<file path="src/rtl/csri_defines.svh">
// Purpose: Offsets, field positions, reset values and counts of the core memory interface.
// Assumes: APB byte addresses, 32-bit registers on aligned words.
// Notes: Definitions only.
`ifndef CSRI_DEFINES_SVH
`define CSRI_DEFINES_SVH

// Register byte offsets
`define CSRI_OFS_STATUS 8'h00
`define CSRI_OFS_DEBUG 8'h04
`define CSRI_OFS_WAIT 8'h08
`define CSRI_OFS_STATE 8'h0C

// Status register fields
`define CSRI_EXL_BIT 1
`define CSRI_ERL_BIT 2
`define CSRI_SR_BIT 20
`define CSRI_RP_BIT 27
`define CSRI_STATUS_RST 32'h0000_0000
`define CSRI_STATUS_WMASK 32'h0810_0006

// Debug register fields
`define CSRI_WMASK_BIT 0
`define CSRI_DM_BIT 30
`define CSRI_DEBUG_RST 32'h0000_0000
`define CSRI_DEBUG_WMASK 32'h4000_0001

// Wait register field
`define CSRI_SLEEP_BIT 0

// Least reset pulse, in core clock cycles
`define CSRI_RST_MIN_CYC 3'h5

`endif

</file>
<file path="src/rtl/csri_pkg.sv">
// Purpose: Types shared by the core memory interface files.
// Assumes: Nothing beyond SystemVerilog packed types.
// Notes: Requests travel as one packed struct, answers as another.
package csri_pkg;

  // One memory request, as the pipeline gives it and a port shows it
  typedef struct packed {
    logic valid;
    logic write;
    logic lock;
    logic sync;
    logic call;
    logic [3:0] be;
    logic [31:0] addr;
    logic [31:0] wdata;
  } csri_req_type;

  // What a memory port returns
  typedef struct packed {
    logic stall;
    logic abort_ack;
    logic [3:0] rbe;
    logic [31:0] rdata;
  } csri_rsp_type;

  // Fetch engine states
  typedef enum logic [1:0] {I_IDLE, I_WAIT, I_PORT, I_HELD} csri_ist_type;

  // Data engine states
  typedef enum logic [2:0] {D_IDLE, D_DPORT, D_WAIT_I, D_IPORT, D_HELD} csri_dst_type;

endpackage

</file>
<file path="src/rtl/csri_lane_cap.sv">
// Purpose: Gathers a read word byte by byte from partial returns.
// Assumes: Byte enables mark valid lanes in any cycle of a transfer.
// Notes: Read word comes out of a register, loaded on the final cycle.
`timescale 1ns/1ps
`default_nettype none
module csri_lane_cap
  import csri_pkg::*;
(
  // Clock and reset
  input wire logic pclk,
  input wire logic presetn,
  // Control
  input wire logic clr,
  input wire logic en,
  input wire logic fin,
  // Lanes in
  input wire logic [3:0] be,
  input wire logic [31:0] din,
  // Word out
  output logic [31:0] dout
);

  logic [31:0] acc_q;
  logic [31:0] merged;

  ////////////////////////////////////////////////////////////////////////////
  // One lane per byte
  for (genvar b = 0; b < 4; b++) begin : g_lane
    // Take flagged byte, else keep gathered one
    assign merged[8*b+:8] = (en && be[b]) ? din[8*b+:8] : acc_q[8*b+:8];

    // Gathered byte store
    always_ff @(posedge pclk or negedge presetn) begin
      if (!presetn) begin
        acc_q[8*b+:8] <= 8'h00;
      end else if (clr) begin
        acc_q[8*b+:8] <= 8'h00;
      end else begin
        acc_q[8*b+:8] <= merged[8*b+:8];
      end
    end
  end

  ////////////////////////////////////////////////////////////////////////////
  // Whole word registered at completion
  always_ff @(posedge pclk or negedge presetn) begin
    if (!presetn) begin
      dout <= 32'h0000_0000;
    end else if (fin) begin
      dout <= merged;
    end
  end

endmodule
`default_nettype wire

</file>
<file path="src/rtl/csri_top.sv">
// Purpose: Core side of the tightly coupled memory interface, reset and power pins.
// Assumes: Pins synchronous to pclk; registers reached over APB.
// Notes: UNIFIED selects one shared port; dport then stays idle.
`timescale 1ns/1ps
`default_nettype none
`include "csri_defines.svh"
module csri_top
  import csri_pkg::*;
#(
  parameter bit UNIFIED = 1'b0
) (
  // Clock and reset
  input wire logic pclk,
  input wire logic presetn,
  // APB slave
  input wire logic [7:0] paddr,
  input wire logic psel,
  input wire logic penable,
  input wire logic pwrite,
  input wire logic [31:0] pwdata,
  output logic [31:0] prdata,
  output logic pready,
  output logic pslverr,
  // System pins
  input wire logic warm_reset_in,
  input wire logic cold_reset_in,
  input wire logic [5:0] irq_in,
  input wire logic nmi_in,
  output logic reset_exception_out,
  output logic sleep_out,
  output logic reduced_power_out,
  output logic exception_level_out,
  output logic error_level_out,
  output logic debug_mode_out,
  // Pipeline fetch side
  input wire csri_req_type i_creq,
  output logic i_cready,
  output logic i_cdone,
  output logic [31:0] i_crdata,
  // Pipeline data side
  input wire csri_req_type d_creq,
  output logic d_cready,
  output logic d_cdone,
  output logic [31:0] d_crdata,
  // Fetch (or shared) memory port
  output csri_req_type iport_req,
  input wire csri_rsp_type iport_rsp,
  output logic iport_abort,
  // Data memory port
  output csri_req_type dport_req,
  input wire csri_rsp_type dport_rsp,
  output logic dport_abort,
  input wire logic data_redirect_request
);

  csri_ist_type i_st_q;
  csri_dst_type d_st_q;
  csri_req_type i_lat_q, d_lat_q;
  logic [31:0] status_q, debug_q, rd_d;
  logic [2:0] rcnt_q;
  logic cold_seen_q, exc_q, sleep_q, i_done_q, d_done_q;
  logic intr, warm_eff, rst_comb, exc_d, hit, wr_en;
  logic i_on, d_on_i, d_on_d, i_acc, d_acc, redir_now, gnt_i, gnt_d;
  logic ip_ack, ip_fin, dp_ack, dp_fin, i_fin, d_fin, i_ack, d_ack;
  logic d_en;

  ////////////////////////////////////////////////////////////////////////////
  // Reset combining and masking
  assign warm_eff = warm_reset_in &&
                    !(debug_q[`CSRI_DM_BIT] && debug_q[`CSRI_WMASK_BIT]);
  assign rst_comb = cold_reset_in || warm_eff;
  assign exc_d = !rst_comb && (rcnt_q == `CSRI_RST_MIN_CYC);
  assign intr = (|irq_in) || nmi_in;

  // Reset length count and cold-reset memory
  always_ff @(posedge pclk or negedge presetn) begin
    if (!presetn) begin
      rcnt_q <= 3'h0;
      cold_seen_q <= 1'b0;
    end else if (rst_comb) begin
      if (rcnt_q != `CSRI_RST_MIN_CYC) begin
        rcnt_q <= rcnt_q + 3'h1;
      end
      cold_seen_q <= (rcnt_q == 3'h0) ? cold_reset_in : (cold_seen_q || cold_reset_in);
    end else begin
      rcnt_q <= 3'h0;
    end
  end

  // Reset exception pulse one cycle after the falling edge of a reset held at least 5 cycles
  always_ff @(posedge pclk or negedge presetn) begin
    if (!presetn) begin
      exc_q <= 1'b0;
    end else begin
      exc_q <= exc_d;
    end
  end

  ////////////////////////////////////////////////////////////////////////////
  // APB decode; always ready, unmapped answers with an error
  assign pready = 1'b1;
  assign hit = (paddr == `CSRI_OFS_STATUS) || (paddr == `CSRI_OFS_DEBUG) ||
               (paddr == `CSRI_OFS_WAIT) || (paddr == `CSRI_OFS_STATE);
  assign pslverr = psel && penable && !hit;
  assign wr_en = psel && penable && pwrite && hit;

  // Read mux
  always_comb begin
    rd_d = 32'h0000_0000;
    unique case (paddr)
      `CSRI_OFS_STATUS: rd_d = status_q;
      `CSRI_OFS_DEBUG: rd_d = debug_q;
      `CSRI_OFS_WAIT: rd_d[`CSRI_SLEEP_BIT] = sleep_q;
      `CSRI_OFS_STATE: rd_d[5:0] = {UNIFIED, rst_comb, d_st_q == D_HELD,
                                    i_st_q == I_HELD, d_st_q != D_IDLE, i_st_q != I_IDLE};
      default: rd_d = 32'h0000_0000;
    endcase
  end

  // Read data latched in the setup cycle
  always_ff @(posedge pclk or negedge presetn) begin
    if (!presetn) begin
      prdata <= 32'h0000_0000;
    end else if (psel && !penable && !pwrite) begin
      prdata <= rd_d;
    end
  end

  // Status register; soft reset flag set wins over software
  always_ff @(posedge pclk or negedge presetn) begin
    if (!presetn) begin
      status_q <= `CSRI_STATUS_RST;
    end else begin
      if (wr_en && paddr == `CSRI_OFS_STATUS) begin
        status_q <= pwdata & `CSRI_STATUS_WMASK;
      end
      if (exc_d) begin
        status_q[`CSRI_SR_BIT] <= !cold_seen_q;
      end
    end
  end

  // Debug register: mode bit and warm-mask request
  always_ff @(posedge pclk or negedge presetn) begin
    if (!presetn) begin
      debug_q <= `CSRI_DEBUG_RST;
    end else if (wr_en && paddr == `CSRI_OFS_DEBUG) begin
      debug_q <= pwdata & `CSRI_DEBUG_WMASK;
    end
  end

  // Power pins follow their bits
  assign reduced_power_out = status_q[`CSRI_RP_BIT];
  assign exception_level_out = status_q[`CSRI_EXL_BIT];
  assign error_level_out = status_q[`CSRI_ERL_BIT];
  assign debug_mode_out = debug_q[`CSRI_DM_BIT];

  // Wait sleep: wake on interrupt, NMI or reset
  always_ff @(posedge pclk or negedge presetn) begin
    if (!presetn) begin
      sleep_q <= 1'b0;
    end else if (rst_comb || intr) begin
      sleep_q <= 1'b0;
    end else if (wr_en && paddr == `CSRI_OFS_WAIT && pwdata[`CSRI_SLEEP_BIT]) begin
      sleep_q <= 1'b1;
    end
  end
  assign sleep_out = sleep_q;
  assign reset_exception_out = exc_q;

  ////////////////////////////////////////////////////////////////////////////
  // Acceptance; nothing new while asleep or in reset
  assign i_cready = (i_st_q == I_IDLE) && !sleep_q && !rst_comb;
  assign d_cready = (d_st_q == D_IDLE) && !sleep_q && !rst_comb;
  assign i_acc = i_creq.valid && i_cready;
  assign d_acc = d_creq.valid && d_cready;

  // Latched requests; fetches carry the call mark, data carries lock and sync
  always_ff @(posedge pclk or negedge presetn) begin
    if (!presetn) begin
      i_lat_q <= '0;
      d_lat_q <= '0;
    end else begin
      if (i_acc) begin
        i_lat_q <= '{valid: 1'b1, write: 1'b0, lock: 1'b0, sync: 1'b0,
                     call: i_creq.call, be: 4'hF, addr: i_creq.addr,
                     wdata: 32'h0000_0000};
      end
      if (d_acc) begin
        d_lat_q <= d_creq;
        d_lat_q.valid <= 1'b1;
        d_lat_q.call <= 1'b0;
      end
    end
  end

  ////////////////////////////////////////////////////////////////////////////
  // Port occupancy and grants for the fetch port
  assign i_on = (i_st_q == I_PORT);
  assign d_on_i = (d_st_q == D_IPORT);
  assign d_on_d = (d_st_q == D_DPORT);
  assign redir_now = !UNIFIED && d_on_d && data_redirect_request;
  assign gnt_d = (d_st_q == D_WAIT_I) && !i_on;
  assign gnt_i = (i_st_q == I_WAIT) && !d_on_i && (d_st_q != D_WAIT_I) &&
                 !redir_now;

  // Port drive; separate 32-bit address, write and read buses
  assign iport_req = d_on_i ? d_lat_q : (i_on ? i_lat_q : '0);
  assign dport_req = d_on_d ? d_lat_q : '0;
  assign iport_abort = iport_req.valid && intr;
  assign dport_abort = dport_req.valid && intr;

  // Completion and acknowledged abort per port
  assign ip_ack = iport_abort && iport_rsp.abort_ack;
  assign dp_ack = dport_abort && dport_rsp.abort_ack;
  assign ip_fin = iport_req.valid && !iport_rsp.stall && !ip_ack;
  assign dp_fin = dport_req.valid && !dport_rsp.stall && !dp_ack && !redir_now;
  assign i_fin = i_on && ip_fin;
  assign i_ack = i_on && ip_ack;
  assign d_fin = (d_on_i && ip_fin) || (d_on_d && dp_fin);
  assign d_ack = (d_on_i && ip_ack) || (d_on_d && dp_ack);

  ////////////////////////////////////////////////////////////////////////////
  // Fetch engine
  always_ff @(posedge pclk or negedge presetn) begin
    if (!presetn) begin
      i_st_q <= I_IDLE;
    end else if (rst_comb) begin
      i_st_q <= I_IDLE;
    end else begin
      unique case (i_st_q)
        I_IDLE: if (i_acc) begin
          i_st_q <= I_WAIT;
        end
        I_WAIT: if (gnt_i) begin
          i_st_q <= I_PORT;
        end
        I_PORT: if (i_ack) begin
          i_st_q <= I_HELD;
        end else if (i_fin) begin
          i_st_q <= I_IDLE;
        end
        I_HELD: if (!intr) begin
          i_st_q <= I_WAIT;
        end
      endcase
    end
  end

  // Data engine
  always_ff @(posedge pclk or negedge presetn) begin
    if (!presetn) begin
      d_st_q <= D_IDLE;
    end else if (rst_comb) begin
      d_st_q <= D_IDLE;
    end else begin
      unique case (d_st_q)
        D_IDLE: if (d_acc) begin
          d_st_q <= UNIFIED ? D_WAIT_I : D_DPORT;
        end
        D_DPORT: if (d_ack) begin
          d_st_q <= D_HELD;
        end else if (redir_now) begin
          d_st_q <= i_on ? D_WAIT_I : D_IPORT;
        end else if (d_fin) begin
          d_st_q <= D_IDLE;
        end
        D_WAIT_I: if (gnt_d) begin
          d_st_q <= D_IPORT;
        end
        D_IPORT: if (d_ack) begin
          d_st_q <= D_HELD;
        end else if (d_fin) begin
          d_st_q <= D_IDLE;
        end
        D_HELD: if (!intr) begin
          d_st_q <= UNIFIED ? D_WAIT_I : D_DPORT;
        end
        default: d_st_q <= D_IDLE;
      endcase
    end
  end

  // Completion pulses
  always_ff @(posedge pclk or negedge presetn) begin
    if (!presetn) begin
      i_done_q <= 1'b0;
      d_done_q <= 1'b0;
    end else begin
      i_done_q <= i_fin && !rst_comb;
      d_done_q <= d_fin && !rst_comb;
    end
  end
  assign i_cdone = i_done_q;
  assign d_cdone = d_done_q;

  ////////////////////////////////////////////////////////////////////////////
  // Byte-lane gathering of read words
  assign d_en = (d_on_i && iport_req.valid) || (d_on_d && !redir_now);

  csri_lane_cap u_icap (
    .pclk(pclk),
    .presetn(presetn),
    .clr(i_acc || i_ack),
    .en(i_on),
    .fin(i_fin),
    .be(iport_rsp.rbe),
    .din(iport_rsp.rdata),
    .dout(i_crdata)
  );

  csri_lane_cap u_dcap (
    .pclk(pclk),
    .presetn(presetn),
    .clr(d_acc || d_ack || redir_now),
    .en(d_en),
    .fin(d_fin),
    .be(d_on_i ? iport_rsp.rbe : dport_rsp.rbe),
    .din(d_on_i ? iport_rsp.rdata : dport_rsp.rdata),
    .dout(d_crdata)
  );
endmodule
`default_nettype wire
</file>
<file path="config.mk">
export PLATFORM = sky130hd
export DESIGN_NAME = csri_top
export DESIGN_NICKNAME = d
export VERILOG_FILES = /design/src/rtl/csri_pkg.sv /design/src/rtl/csri_lane_cap.sv /design/src/rtl/csri_top.sv
export VERILOG_INCLUDE_DIRS = /design/src /design/src/rtl
export SDC_FILE = /design/constraint.sdc
export NUM_CORES = 1
export LEC_CHECK = 0
export BUFFER_PORTS_ARGS = -buffer_cell sky130_fd_sc_hd__buf_2
export CORE_AREA = 5 5 205 207
export CTS_BUF_LIST = sky130_fd_sc_hd__clkbuf_4 sky130_fd_sc_hd__clkbuf_8
export CTS_CLUSTER_SIZE = 12
export DETAILED_ROUTE_END_ITERATION = 16
export DIE_AREA = 0 0 210 212
export PLACE_DENSITY = 0.68
export SKIP_CTS_REPAIR_TIMING = 1
export SLEW_MARGIN = 10
export SYNTH_ARGS = -nofsm -noshare
export SYNTH_HDL_FRONTEND = slang
export SYNTH_SLANG_ARGS = --single-unit
</file>
<file path="constraint.sdc">
create_clock -name pclk -period 2.1 [get_ports pclk]
set_clock_uncertainty 0.1 [all_clocks]
set_input_delay 0.42 -clock pclk [delete_from_list [all_inputs] [get_ports pclk]]
set_output_delay 0.42 -clock pclk [all_outputs]
set_load 0.01 [all_outputs]
</file>
==> flow_metrics.tcl <==
set metrics [dict create \
    outcome "finished with violations" \
    violations "setup timing" \
    path_cells "and3b_4 > buf_12 > buf_12 > clkbuf_16 > and2_4 > buf_6" \
    via_per_inst 4.85 \
    ir_worst_vdd_mv 0.587 \
    syn_to_final_growth_pct 68.9 \
    grt_pass1_wl_um 62200 \
    yosys-top-cells-area "dfrtp_1 (52%), mux2i_1 (11%), mux2_2 (6.7%), nand2_1 (6.0%), and2_1 (5.4%)" \
    clockBufferDepth 3 \
    wl_per_cell_um 21.9 \
    ant_nets 0 \
    critical_path.startpoint_type "register" \
    io_pins 533 \
    setup_slack_ps -542 \
    htree_levels 2 \
    grt.total_usage_pct 17.7 \
    design_area_um2 21100 \
    port_buffers 440 \
    synth_edf_count 0 \
    ys_ff_latch 261 \
    yosysMostFrequentCell "dfrtp_1" \
    cts.root.buffer_cell "clkbuf_8" \
    final_core_util_pct 52.5 \
    seq_area_frac_synth_pct 52.3 \
    whs_ps 56.5 \
    synthDistinctLibCells 57 \
    die_width_um 210 \
    yosysWarnings 0 \
    nets 2147 \
    drtPass1Iterations 5 \
    arrival_ps 2120 \
    fin_cells 2430 \
    vias 11790 \
    cp_common_cell "buf_12" \
    syn_avg_cell_area_um2 10.6 \
    synthTopCellsByCount "dfrtp_1 (261), nand2_1 (198), mux2i_1 (133)" \
    drtIter0Drc 639 \
    post_synth_instance_area_um2 12500 \
    async_flop_share_pct 100 \
    cp_slowest_stage_delay_ps 450 \
    worst-path-max-fanout 7 \
    dp_hpwl_um 30900 \
    antenna_found_initial 5 \
    drcViolationCount 0 \
    final_layout_size_suffix_gt1_share_pct 51.2 \
    core-area_um2 40200 \
    cts_buffers 46 \
    yosys.area.top_type "dfrtp_1" \
    crit_path_top_delay_cell "and3b_4" \
    max_freq_mhz 378 \
    gp_congestion 0.892 \
    finalCriticalPeriod_ps 2640 \
    hp-class "in2reg" \
    insertion_delay_ps 580 \
    slew_headroom_pct 61.4 \
    period_share_pct 126 \
    rows 74 \
    finalHoldViolations 0 \
    worstSetupPathType "reg2out" \
    grt_pass1_vias 10872 \
    clkTransAtPathRegs_ps 60 \
    dpl_cell_area_um2 15900 \
    finalMaxSlewViolations 0 \
    power_leakage_nw 10.8 \
    synth_top_area_share_pct 52.3 \
    fin_tns_setup_ps -96260 \
    power_density_nw_per_um2 640 \
    crit_required_ps 1580 \
    drv_cap 0 \
    critPathCaptureType "output pin" \
    grt_max_degree 62 \
    dieArea_um2 44500 \
    fillers 3286 \
    finalPower_mw 13.5 \
    initial_core_util_pct 31.1 \
    grt_setup_unrepaired "true" \
    synth-main-ff-cell "dfrtp_1" \
    worst_pin_slew_ps 577 \
    finalSetupViolCount 350 \
    die_y_um 212 \
    startpoint "d_st_q[2]$_DFFE_PN0P_" \
    dp_slack_ps -426 \
    hp-start "pwdata[20]" \
    reg2reg_from "d_st_q[0]$_DFFE_PN0P_" \
    totalWireLength_um 53200 \
    cts_sinks 261 \
    tritoncts "yes" \
    rrSetupSlack_ps -270 \
    place_inst 2159 \
    syn_inst 1178 \
    gr-total-overflow 0 \
]
## report_power, final
group / leakage [nW] / internal, mW / switching, mW
registers: 3.14 / 5.63 / 0.526
clock network: 0.535 / 2.97 / 2.18
logic: 7.10 / 1.21 / 0.960
## worst max-delay path, delay by kind of cell, from the launching register on
family	cells	cell delay [ps]
buffers and inverters	4	520
DFF	1	410
and+or+nand+nor	2	610
## placed cells by master (no fill, tap or decap), drive strengths merged, types with 4 or more instances in the layout
cell type / count
inv: 73
o21ai: 5
dlygate4sd3: 111
conb: 26
ha: 7
nor2: 80
a21oi: 8
or2: 4
nand2: 198
and3: 5
nand2b: 4
a31oi: 4
dfrtp: 261
nor3: 7
and2: 108
clkbuf: 92
buf: 567
mux2i: 133
clkinv: 8
nor4: 6
mux2: 110
nand3: 38
## cell families (layout without fill, tap and decap cells)
group                      after synthesis  in the layout  synth area share, %
AOI/OAI and AO/OA                       39             39                 2.56
xor gates and xnor gates                 1              1               0.0702
adders and majority gates                7              7                0.702
buffers and inverters                  161            854                 6.01
DFF                                    261            261                 52.3
muxes                                  243            243                 20.6
other                                    2             29               0.0602
and+or+nand+nor                        464            464                 17.7
## final timing paths
path | end | cells past startpoint
setup reg to reg | u_icap.dout[9]$_DFFE_PN0P_ | 11
hold reg to reg | status_q[20]$_DFFE_PN0P_ | 1
hold / removal | status_q[20]$_DFFE_PN0P_ | 3
setup / recovery | iport_req[11] | 6
min in group asynchronous | u_icap.dout[4]$_DFFE_PN0P_ | 2
max in group asynchronous | u_dcap.acc_q[30]$_DFF_PN0_ | 3
## per-layer routing
metal | part of all wire [%] | vias to the layer above | GRT usage, % | wire [µm]
met5 | 0.051 | - | 0 | 27
met4 | 3.7 | 4 | 4.91 | 1970
met3 | 7.6 | 138 | 5.55 | 4040
met2 | 50 | 586 | 30.0 | 26500
met1 | 39 | 5871 | 22.1 | 20700
li1 | - | 5191 | - | -
## registers in the layout, indices dropped and copies added (netlist names), 4 cells and up
name          count
status_q          4
prdata            8
u_dcap.acc_q     32
d_lat_q          72
i_lat_q          34
u_dcap.dout      32
u_icap.dout      32
u_icap.acc_q     32
## cell type report
| type | count | area, µm² | share of cell area (%) |
|---|---|---|---|
| Timing Repair Buffer | 701 | 6040 | 28.6 |
| Inverter | 73 | 274 | 1.30 |
| Sequential cell | 261 | 6530 | 31.0 |
| Tap cell | 532 | 666 | 3.16 |
| Clock inverter | 11 | 108 | 0.510 |
| Antenna cell | 3 | 7.51 | 0.0356 |
| Clock buffer | 69 | 900 | 4.27 |
| Multi-Input combinational cell | 780 | 6560 | 31.1 |
Note: power is estimated with default switching activity, not from simulation.
